[config.mk]
export PLATFORM = sky130hd
export DESIGN_NAME = drive_alarm_output_config
export DESIGN_NICKNAME = d
export VERILOG_FILES = /design/src/hw/alarm_cfg_pkg.sv /design/src/hw/drive_alarm_output_config.sv /design/src/hw/output_owner_mux.sv
export SDC_FILE = /design/constraint.sdc
export NUM_CORES = 1
export LEC_CHECK = 0
export BUFFER_PORTS_ARGS = -buffer_cell sky130_fd_sc_hd__buf_2
export CORE_UTILIZATION = 54
export CTS_BUF_LIST = sky130_fd_sc_hd__clkbuf_16
export CTS_CLUSTER_DIAMETER = 30
export CTS_CLUSTER_SIZE = 24
export DETAILED_ROUTE_END_ITERATION = 7
export PLACE_DENSITY = 0.86
export REMOVE_ABC_BUFFERS = 1
export SLEW_MARGIN = 20
export SYNTH_ARGS = -nofsm -noshare
export SYNTH_HDL_FRONTEND = slang
export SYNTH_SLANG_ARGS = --single-unit
[constraint.sdc]
create_clock -name pclk -period 2.7 [get_ports pclk]
set_clock_uncertainty 0.1 [all_clocks]
set_input_delay 0.27 -clock pclk [delete_from_list [all_inputs] [get_ports pclk]]
set_output_delay 0.27 -clock pclk [all_outputs]
set_load 0.05 [all_outputs]
[src/hw/alarm_cfg_pkg.sv]
// constants, types and state layout for the alarm output and analog configuration block
// assumes a 32-bit apb slave on pclk and four configurable i/o points
package alarm_cfg_pkg;
  // register byte offsets
  localparam logic [7:0] OFS_ALARM = 8'h00;
  localparam logic [7:0] OFS_GAIN = 8'h04;
  localparam logic [7:0] OFS_SCALE = 8'h08;
  localparam logic [7:0] OFS_DIR = 8'h0c;
  localparam logic [7:0] OFS_BRAKE = 8'h10;
  localparam logic [7:0] OFS_MOTION = 8'h14;
  localparam logic [7:0] OFS_GPOUT = 8'h18;
  localparam logic [7:0] OFS_CLEAR = 8'h1c;
  localparam logic [7:0] OFS_STATUS = 8'h20;
  localparam logic [7:0] OFS_ENABLE = 8'h24;
  localparam logic [7:0] OFS_MODE = 8'h28;
  // alarm output usage codes
  localparam logic [1:0] CODE_CLOSE = 2'h1;
  localparam logic [1:0] CODE_OPEN = 2'h2;
  localparam logic [1:0] CODE_FREE = 2'h3;
  // i/o point numbering, points are written 1..4
  localparam int NUM_POINTS = 4;
  localparam logic [2:0] POINT_MIN = 3'h1;
  localparam logic [2:0] POINT_MAX = 3'h4;
  // field positions
  localparam int ALARM_PT_LSB = 2;
  localparam int STATUS_EN_BIT = 16;
  localparam int STATUS_FAULT_BIT = 17;
  localparam int SCALE_DIFF_BIT = 2;
  // value limits
  localparam logic [31:0] GAIN_MAX = 32'h0000_7fff;
  localparam logic [31:0] SCALE_MAX = 32'h0000_0007;
  localparam logic [31:0] MODE_MAX = 32'h0000_001f;
  localparam logic [31:0] DIR_MAX = 32'h0000_000f;
  localparam logic [4:0] MODE_ANALOG_POS = 5'h16;
  // reset values
  localparam logic [1:0] RST_CODE = 2'h1;
  localparam logic [1:0] RST_POINT = 2'h0;
  localparam logic [3:0] RST_DIR = 4'h1;
  localparam logic [14:0] RST_GAIN = 15'h0000;
  localparam logic [2:0] RST_SCALE = 3'h0;
  localparam logic [4:0] RST_MODE = 5'h00;

  typedef enum logic [3:0] {
    SEL_ALARM, SEL_GAIN, SEL_SCALE, SEL_DIR, SEL_BRAKE, SEL_MOTION,
    SEL_GPOUT, SEL_CLEAR, SEL_STATUS, SEL_ENABLE, SEL_MODE, SEL_NONE
  } reg_sel_t;

  typedef enum logic [2:0] {OWN_GP, OWN_ALARM, OWN_BRAKE, OWN_MOTION, OWN_TACH} owner_t;
  typedef owner_t [NUM_POINTS-1:0] owner_vec_t;

  // levels offered by each output function, 1 = energized
  typedef struct packed {
    logic alarm;
    logic brake;
    logic motion;
    logic tach;
    logic [NUM_POINTS-1:0] gp;
  } func_drive_t;

  typedef struct packed {
    logic [1:0] alarm_code;
    logic [1:0] alarm_point;
    logic [14:0] pos_gain;
    logic [2:0] scale;
    logic [4:0] cmd_mode;
    logic [NUM_POINTS-1:0] io_dir;
    logic [NUM_POINTS-1:0] gp_level;
    owner_vec_t owner;
    logic [15:0] alarm_bits;
    logic motor_en;
    logic [31:0] prdata;
    logic slverr;
    logic [NUM_POINTS-1:0] pins;
  } state_t;
endpackage

[src/hw/drive_alarm_output_config.sv]
// alarm output, output ownership and analog input configuration, apb slave
// assumes a synchronous apb master on pclk; fault conditions arrive as levels
`timescale 1ns/1ps
module drive_alarm_output_config #(
  parameter logic [15:0] drive_fault_mask = 16'hffff
) (
  input wire logic pclk,
  input wire logic presetn,
  input wire logic psel,
  input wire logic penable,
  input wire logic pwrite,
  input wire logic [7:0] paddr,
  input wire logic [31:0] pwdata,
  output logic [31:0] prdata,
  output logic pready,
  output logic pslverr,
  input wire logic [15:0] fault_cond,
  input wire logic brake_level,
  input wire logic motion_level,
  input wire logic tach_level,
  output logic [alarm_cfg_pkg::NUM_POINTS-1:0] out_energize,
  output logic motor_enabled,
  output logic drive_fault,
  output logic [14:0] position_gain,
  output logic analog_position_mode,
  output logic [2:0] analog_scaling,
  output logic analog_differential
);
  alarm_cfg_pkg::state_t st;
  alarm_cfg_pkg::state_t next_st;
  alarm_cfg_pkg::func_drive_t drive;
  alarm_cfg_pkg::reg_sel_t sel;
  logic [alarm_cfg_pkg::NUM_POINTS-1:0] energize;
  logic wr_fire;
  logic [1:0] wr_code;
  logic [2:0] wr_pt3;
  logic [1:0] wr_pt;
  logic [1:0] wr_bpt;

  // address decode, used for read setup and write commit
  function automatic alarm_cfg_pkg::reg_sel_t decode(input logic [7:0] a);
    unique case (a)
      alarm_cfg_pkg::OFS_ALARM: decode = alarm_cfg_pkg::SEL_ALARM;
      alarm_cfg_pkg::OFS_GAIN: decode = alarm_cfg_pkg::SEL_GAIN;
      alarm_cfg_pkg::OFS_SCALE: decode = alarm_cfg_pkg::SEL_SCALE;
      alarm_cfg_pkg::OFS_DIR: decode = alarm_cfg_pkg::SEL_DIR;
      alarm_cfg_pkg::OFS_BRAKE: decode = alarm_cfg_pkg::SEL_BRAKE;
      alarm_cfg_pkg::OFS_MOTION: decode = alarm_cfg_pkg::SEL_MOTION;
      alarm_cfg_pkg::OFS_GPOUT: decode = alarm_cfg_pkg::SEL_GPOUT;
      alarm_cfg_pkg::OFS_CLEAR: decode = alarm_cfg_pkg::SEL_CLEAR;
      alarm_cfg_pkg::OFS_STATUS: decode = alarm_cfg_pkg::SEL_STATUS;
      alarm_cfg_pkg::OFS_ENABLE: decode = alarm_cfg_pkg::SEL_ENABLE;
      alarm_cfg_pkg::OFS_MODE: decode = alarm_cfg_pkg::SEL_MODE;
      default: decode = alarm_cfg_pkg::SEL_NONE;
    endcase
  endfunction

  // point field 1..4 that is configured as output
  function automatic logic point_ok(input logic [2:0] p, input logic [3:0] dir);
    logic [1:0] idx;
    idx = 2'(p - alarm_cfg_pkg::POINT_MIN);
    point_ok = (p >= alarm_cfg_pkg::POINT_MIN) && (p <= alarm_cfg_pkg::POINT_MAX) && dir[idx];
  endfunction

  // range check of a write value
  function automatic logic value_ok(input alarm_cfg_pkg::reg_sel_t s, input logic [31:0] d,
                                    input logic [3:0] dir);
    unique case (s)
      alarm_cfg_pkg::SEL_ALARM: value_ok = (d[1:0] != 2'h0) && (d[31:5] == 27'h0) &&
        ((d[1:0] == alarm_cfg_pkg::CODE_FREE) || point_ok(d[4:2], dir));
      alarm_cfg_pkg::SEL_GAIN: value_ok = d <= alarm_cfg_pkg::GAIN_MAX;
      alarm_cfg_pkg::SEL_SCALE: value_ok = d <= alarm_cfg_pkg::SCALE_MAX;
      alarm_cfg_pkg::SEL_MODE: value_ok = d <= alarm_cfg_pkg::MODE_MAX;
      alarm_cfg_pkg::SEL_DIR: value_ok = d <= alarm_cfg_pkg::DIR_MAX;
      alarm_cfg_pkg::SEL_GPOUT: value_ok = d <= alarm_cfg_pkg::DIR_MAX;
      alarm_cfg_pkg::SEL_BRAKE: value_ok = (d[31:3] == 29'h0) && point_ok(d[2:0], dir);
      alarm_cfg_pkg::SEL_MOTION: value_ok = (d[31:3] == 29'h0) && point_ok(d[2:0], dir);
      alarm_cfg_pkg::SEL_STATUS: value_ok = 1'b0;
      alarm_cfg_pkg::SEL_NONE: value_ok = 1'b0;
      default: value_ok = 1'b1;
    endcase
  endfunction

  assign sel = decode(paddr);
  // zero wait state; error decided in the setup cycle
  assign pready = 1'b1;
  assign wr_fire = psel && penable && pwrite && !st.slverr;
  assign wr_code = pwdata[1:0];
  assign wr_pt3 = pwdata[4:2];
  assign wr_pt = 2'(wr_pt3 - alarm_cfg_pkg::POINT_MIN);
  assign wr_bpt = 2'(pwdata[2:0] - alarm_cfg_pkg::POINT_MIN);

  // fault status drives the alarm output
  assign drive_fault = |(st.alarm_bits & drive_fault_mask);
  // close on fault for code 1, open on fault for code 2
  assign drive.alarm = (st.alarm_code == alarm_cfg_pkg::CODE_CLOSE) ? drive_fault : !drive_fault;
  assign drive.brake = brake_level;
  assign drive.motion = motion_level;
  assign drive.tach = tach_level;
  assign drive.gp = st.gp_level;

  output_owner_mux u_mux (
    .owner(st.owner),
    .drive(drive),
    .energize(energize)
  );

  // next state of all registers
  always_comb begin
    next_st = st;
    // pins carry energize, energized means logic high
    next_st.pins = energize;
    // set wins, clear keeps persisting causes
    next_st.alarm_bits = st.alarm_bits | fault_cond;
    if (psel && !penable) begin
      next_st.slverr = (sel == alarm_cfg_pkg::SEL_NONE) ||
        (pwrite && !value_ok(sel, pwdata, st.io_dir));
      unique case (sel)
        alarm_cfg_pkg::SEL_ALARM:
          next_st.prdata = 32'({3'(st.alarm_point) + alarm_cfg_pkg::POINT_MIN, st.alarm_code});
        alarm_cfg_pkg::SEL_GAIN: next_st.prdata = 32'(st.pos_gain);
        alarm_cfg_pkg::SEL_SCALE: next_st.prdata = 32'(st.scale);
        alarm_cfg_pkg::SEL_DIR: next_st.prdata = 32'(st.io_dir);
        alarm_cfg_pkg::SEL_GPOUT: next_st.prdata = 32'(st.gp_level);
        alarm_cfg_pkg::SEL_MODE: next_st.prdata = 32'(st.cmd_mode);
        alarm_cfg_pkg::SEL_ENABLE: next_st.prdata = 32'(st.motor_en);
        alarm_cfg_pkg::SEL_STATUS: begin
          next_st.prdata = 32'(st.alarm_bits);
          next_st.prdata[alarm_cfg_pkg::STATUS_EN_BIT] = st.motor_en;
          next_st.prdata[alarm_cfg_pkg::STATUS_FAULT_BIT] = drive_fault;
        end
        default: next_st.prdata = 32'h0000_0000;
      endcase
    end
    if (wr_fire) begin
      unique case (sel)
        alarm_cfg_pkg::SEL_ALARM: begin
          if (wr_code == alarm_cfg_pkg::CODE_FREE) begin
            // code 3 hands the point back to general use
            if (st.owner[st.alarm_point] == alarm_cfg_pkg::OWN_ALARM) begin
              next_st.owner[st.alarm_point] = alarm_cfg_pkg::OWN_GP;
            end
          end else begin
            // take over the point, drop any older alarm point
            for (int i = 0; i < alarm_cfg_pkg::NUM_POINTS; i++) begin
              if (st.owner[i] == alarm_cfg_pkg::OWN_ALARM) begin
                next_st.owner[i] = alarm_cfg_pkg::OWN_GP;
              end
            end
            next_st.owner[wr_pt] = alarm_cfg_pkg::OWN_ALARM;
            next_st.alarm_point = wr_pt;
          end
          next_st.alarm_code = wr_code;
        end
        alarm_cfg_pkg::SEL_BRAKE, alarm_cfg_pkg::SEL_MOTION: begin
          for (int i = 0; i < alarm_cfg_pkg::NUM_POINTS; i++) begin
            if (st.owner[i] == ((sel == alarm_cfg_pkg::SEL_BRAKE) ? alarm_cfg_pkg::OWN_BRAKE :
                alarm_cfg_pkg::OWN_MOTION)) begin
              next_st.owner[i] = alarm_cfg_pkg::OWN_GP;
            end
          end
          // alarm loses its point, code becomes 3
          if (st.owner[wr_bpt] == alarm_cfg_pkg::OWN_ALARM) begin
            next_st.alarm_code = alarm_cfg_pkg::CODE_FREE;
          end
          // new function replaces the old owner
          next_st.owner[wr_bpt] = (sel == alarm_cfg_pkg::SEL_BRAKE) ? alarm_cfg_pkg::OWN_BRAKE :
            alarm_cfg_pkg::OWN_MOTION;
        end
        alarm_cfg_pkg::SEL_GAIN: next_st.pos_gain = pwdata[14:0];
        alarm_cfg_pkg::SEL_SCALE: next_st.scale = pwdata[2:0];
        alarm_cfg_pkg::SEL_MODE: next_st.cmd_mode = pwdata[4:0];
        // direction must be output before alarm use
        alarm_cfg_pkg::SEL_DIR: next_st.io_dir = pwdata[3:0];
        alarm_cfg_pkg::SEL_GPOUT: next_st.gp_level = pwdata[3:0];
        // clear never touches the motor enable
        // clear applied on the access edge itself
        alarm_cfg_pkg::SEL_CLEAR: next_st.alarm_bits = fault_cond;
        alarm_cfg_pkg::SEL_ENABLE: next_st.motor_en = pwdata[0];
        default: next_st.motor_en = st.motor_en;
      endcase
    end
    // any drive fault forces the stage off
    if (|(next_st.alarm_bits & drive_fault_mask)) begin
      next_st.motor_en = 1'b0;
    end
  end

  // state register
  always_ff @(posedge pclk or negedge presetn) begin
    if (!presetn) begin
      st <= '0;
      st.alarm_code <= alarm_cfg_pkg::RST_CODE;
      st.alarm_point <= alarm_cfg_pkg::RST_POINT;
      st.pos_gain <= alarm_cfg_pkg::RST_GAIN;
      st.scale <= alarm_cfg_pkg::RST_SCALE;
      st.cmd_mode <= alarm_cfg_pkg::RST_MODE;
      st.io_dir <= alarm_cfg_pkg::RST_DIR;
      st.owner <= '{alarm_cfg_pkg::OWN_GP, alarm_cfg_pkg::OWN_GP, alarm_cfg_pkg::OWN_GP,
                    alarm_cfg_pkg::OWN_ALARM};
    end else begin
      st <= next_st;
    end
  end

  // outputs from the state register
  assign prdata = st.prdata;
  assign pslverr = st.slverr;
  assign out_energize = st.pins;
  assign motor_enabled = st.motor_en;
  // gain meaningful in analog position mode
  assign position_gain = st.pos_gain;
  assign analog_position_mode = (st.cmd_mode == alarm_cfg_pkg::MODE_ANALOG_POS);
  assign analog_scaling = st.scale;
  assign analog_differential = st.scale[alarm_cfg_pkg::SCALE_DIFF_BIT];

  // helper for the checks below
  logic [2:0] alarm_owners;
  logic setup_c;
  always_comb begin
    alarm_owners = 3'h0;
    for (int i = 0; i < alarm_cfg_pkg::NUM_POINTS; i++) begin
      alarm_owners = alarm_owners + 3'(st.owner[i] == alarm_cfg_pkg::OWN_ALARM);
    end
  end
  // setup cycle of an apb transfer
  assign setup_c = psel && !penable;
endmodule

[src/hw/output_owner_mux.sv]
// per-point output selection by the function that owns the point
// assumes owners come from registered state of the configuration block
`timescale 1ns/1ps
module output_owner_mux (
  input wire alarm_cfg_pkg::owner_vec_t owner,
  input wire alarm_cfg_pkg::func_drive_t drive,
  output logic [alarm_cfg_pkg::NUM_POINTS-1:0] energize
);
  genvar i;
  generate
    for (i = 0; i < alarm_cfg_pkg::NUM_POINTS; i++) begin : g_point
      always_comb begin
        unique case (owner[i])
          alarm_cfg_pkg::OWN_ALARM: energize[i] = drive.alarm;
          alarm_cfg_pkg::OWN_BRAKE: energize[i] = drive.brake;
          alarm_cfg_pkg::OWN_MOTION: energize[i] = drive.motion;
          alarm_cfg_pkg::OWN_TACH: energize[i] = drive.tach;
          alarm_cfg_pkg::OWN_GP: energize[i] = drive.gp[i];
          default: energize[i] = 1'b0;
        endcase
      end
    end
  endgenerate
endmodule

==> flow_metrics.env <==
export IMPL_placed_cell_area_um2=5590
export IMPL_tns_ns=0
export IMPL_crit_chain="or4b_2 -> o2111ai_1 -> nand3b_2 -> a21oi_1 -> mux2_2"
export IMPL_grtUsageTotal=0.293
export IMPL_synth_mux_area_frac=0.0826
export IMPL_die_area_um2=10000
export IMPL_start_util=0.560
export IMPL_final_cell_area_um2=5940
export IMPL_r2r_cells=5
export IMPL_wl_um=14000
export IMPL_postCtsSetupBuffers=0
export IMPL_synthArstFlopShare=1.00
export IMPL_fin_hold_ws_ns=0.0212
export IMPL_power_uw=3160
export IMPL_rsz0062_at_grt="false"
export IMPL_worstHoldPathType="input pin to flip-flop"
export IMPL_netlist_top_cells_area="dfrtp_1, buf_4, ha_1, o21ai_0, mux2_4"
export IMPL_dp_slack_ns=0.303
export IMPL_drv_slew=0
export IMPL_antenna_found_initial=0
export IMPL_synthesis_area_um2=5200
export IMPL_root_buffer="clkbuf_16"
export IMPL_relSlewSlack=0.540
export IMPL_drtAntennaViolNets=0
export IMPL_wire_per_inst_um=19.1
export IMPL_slowest_delay_ns=0.62
export IMPL_io_pins=124
export IMPL_cts_hold_buf=1
export IMPL_ff2ff_setup_slack_ns=0.30
export IMPL_synth_edf_count=0
export IMPL_maxCapViolCount=0
export IMPL_insertedDiodeCount=0
export IMPL_fin_crit_ns=2.40
export IMPL_synth_top_family_by_area="compound AO/OA/AOI/OAI gates"
export IMPL_drive_gt1_frac=0.304
export IMPL_timing_rr_end="st[63]"
export IMPL_ys_dominant_reg_cell="dfrtp_1"
export IMPL_synth_compound_area_share=0.193
export IMPL_syn2layout_area_growth_pct=14.3
export IMPL_mostFrequentLayoutCells="buf_2, dfrtp_1, nand2_1"
export IMPL_final_nets=679
export IMPL_min_to="st[51]"
export IMPL_whs_path_depth=2
export IMPL_crit_path_end_kind="flip-flop"
export IMPL_postCtsResizedCells=0
export IMPL_h_tree_depth=3
export IMPL_period_share=0.887
export IMPL_yosysWarnings=0
export IMPL_timing_rr_start="st[54]"
export IMPL_clock_latency_ns=0.34
export IMPL_crit_fanout=10
export IMPL_p_leak_uw=0.00268
export IMPL_syn_inst=528
export IMPL_overflow=0
export IMPL_numCtsBuffers=9
export IMPL_gp_congestion=0.965
export IMPL_synth_fa_ha_area_frac=0.0337
export IMPL_coreArea_um2=9280
export IMPL_ys_ff_latch=87
export IMPL_vias=4495
export IMPL_die_h_um=100
export IMPL_drc_errors=0
export IMPL_grt_pass1_vias=4429
export IMPL_startpoint_type="flip-flop"
export IMPL_tritoncts="yes"
export IMPL_p_per_area_nw_per_um2=532
export IMPL_timing_fmax_mhz=418
export IMPL_std_cell_rows=35
export IMPL_post_dp_hpwl_um=10700
export IMPL_ctsLongestPathBuffers=2
export IMPL_status="complete, no violations"
export IMPL_min_delay_start="fault_cond[13]"
export IMPL_synth_seq_area_share=0.419
export IMPL_synth_xor_area_share=0.00842
export IMPL_cp_slowest_cell="dfstp_2"
export IMPL_synthSimpleGateAreaFrac=0.145
export IMPL_synth_cell_types=67
export IMPL_worstMarginPinSlew_ns=0.682
export IMPL_clock_sinks=87
export IMPL_drt_first_pass_iters=6
export IMPL_clk_pin_slew_worst_paths_ns=0.07
export IMPL_fill_cells=754
export IMPL_crit_buf_inv=0
export IMPL_port_buffers=108
export IMPL_chipWidth_um=100
export IMPL_finalHoldViolCount=0
export IMPL_arrival_ns=2.52
export IMPL_setup_viol=0
export IMPL_yosys_area_top_type_share=0.404
export IMPL_grt_max_degree=52
export IMPL_required_ns=2.83
export IMPL_path_class="flip-flop to flip-flop"
export IMPL_final_common_cell="buf_2"
export IMPL_synth_top_area_cell="dfrtp_1"
export IMPL_fin_ws_ns=0.305
export IMPL_routed_via_density=6.12
export IMPL_peakVddDrop_mv=0.275
export IMPL_grt_pass1_wl_um=22400
export IMPL_syn_area_per_cell_um2=9.85
export IMPL_critPathTopFamily="simple AND/OR/NAND/NOR gates"
export IMPL_drt_iter0_drc=442
-- synthesized netlist by cell type (13+ instances only) --
cell type,number
a21oi_1,28
o21ai_0,32
dfrtp_1,84
buf_4,58
ha_1,14
a21o_1,16
nor4_1,16
nor2_1,31
nand2_1,34
a22oi_1,17
clkbuf_1,13
inv_1,20
-- metrics by stage --
step | cells | util
5_1_grt | 735 | 0.640
2_1_floorplan | 460 | -
3_3_place_gp | 718 | 0.602
6_report | 735 | 0.640
3_5_place_dp | 718 | 0.602
4_1_cts | 735 | 0.640
-- final cells by class --
type | instances | area, um2 | share of cell area
Clock buffer | 9 | 225 | 0.0379
Multi-Input combinational cell | 353 | 2460 | 0.414
Inverter | 20 | 75.1 | 0.0126
Clock inverter | 7 | 115 | 0.0194
Sequential cell | 87 | 2180 | 0.367
Timing Repair Buffer | 130 | 723 | 0.122
Tap cell | 129 | 161 | 0.0272
-- where the power goes --
part           switching, uW  internal, uW
clock                    554           834
sequential              18.2          1330
combinational            309           114
total                    881          2280
-- worst max path at each step --
stage / startpoint / end / slack [ns] / cells after the start
finish: st[54] / st[63] / 0.30 / 5
global route: st[54] / st[63] / 0.20 / 5
CTS: st[54] / st[63] / 0.30 / 5
detailed placement: pwdata[0] / pslverr / 0.30 / 8
global placement: pwdata[0] / pslverr / 0.33 / 8
floorplan: paddr[1] / position_gain[10] / 0.02 / 4
-- worst register-to-register path, stage by stage, from the launching register on --
cell	delay, ns
dfstp_2	0.62
or4b_2	0.60
o2111ai_1	0.17
nand3b_2	0.24
a21oi_1	0.22
mux2_2	0.34
-- layer usage --
metal	global-route usage	vias to the layer above	wire, um	share of wire
li1	-	2021	-	-
met1	0.380	2172	5750	0.41
met2	0.470	252	6630	0.47
met3	0.0529	50	1080	0.077
met4	0.158	0	580	0.041
met5	0	-	0	0
-- registers in the layout, summed over array words and instances, names as in the netlist --
signal          flops
position_gain      15
out_energize        4
st                 41
analog_scaling      3
pslverr             1
drive               4
motor_enabled       1
prdata             18
-- logic make-up after synthesis --
logic type | after synthesis
DFF | 87
other | 2
and+or+nand+nor | 138
xor gates and xnor gates | 5
AOI/OAI and AO/OA | 149
adders and majority gates | 14
buffers and inverters | 101
muxes | 32
Note: power is estimated with default switching activity, not from simulation.
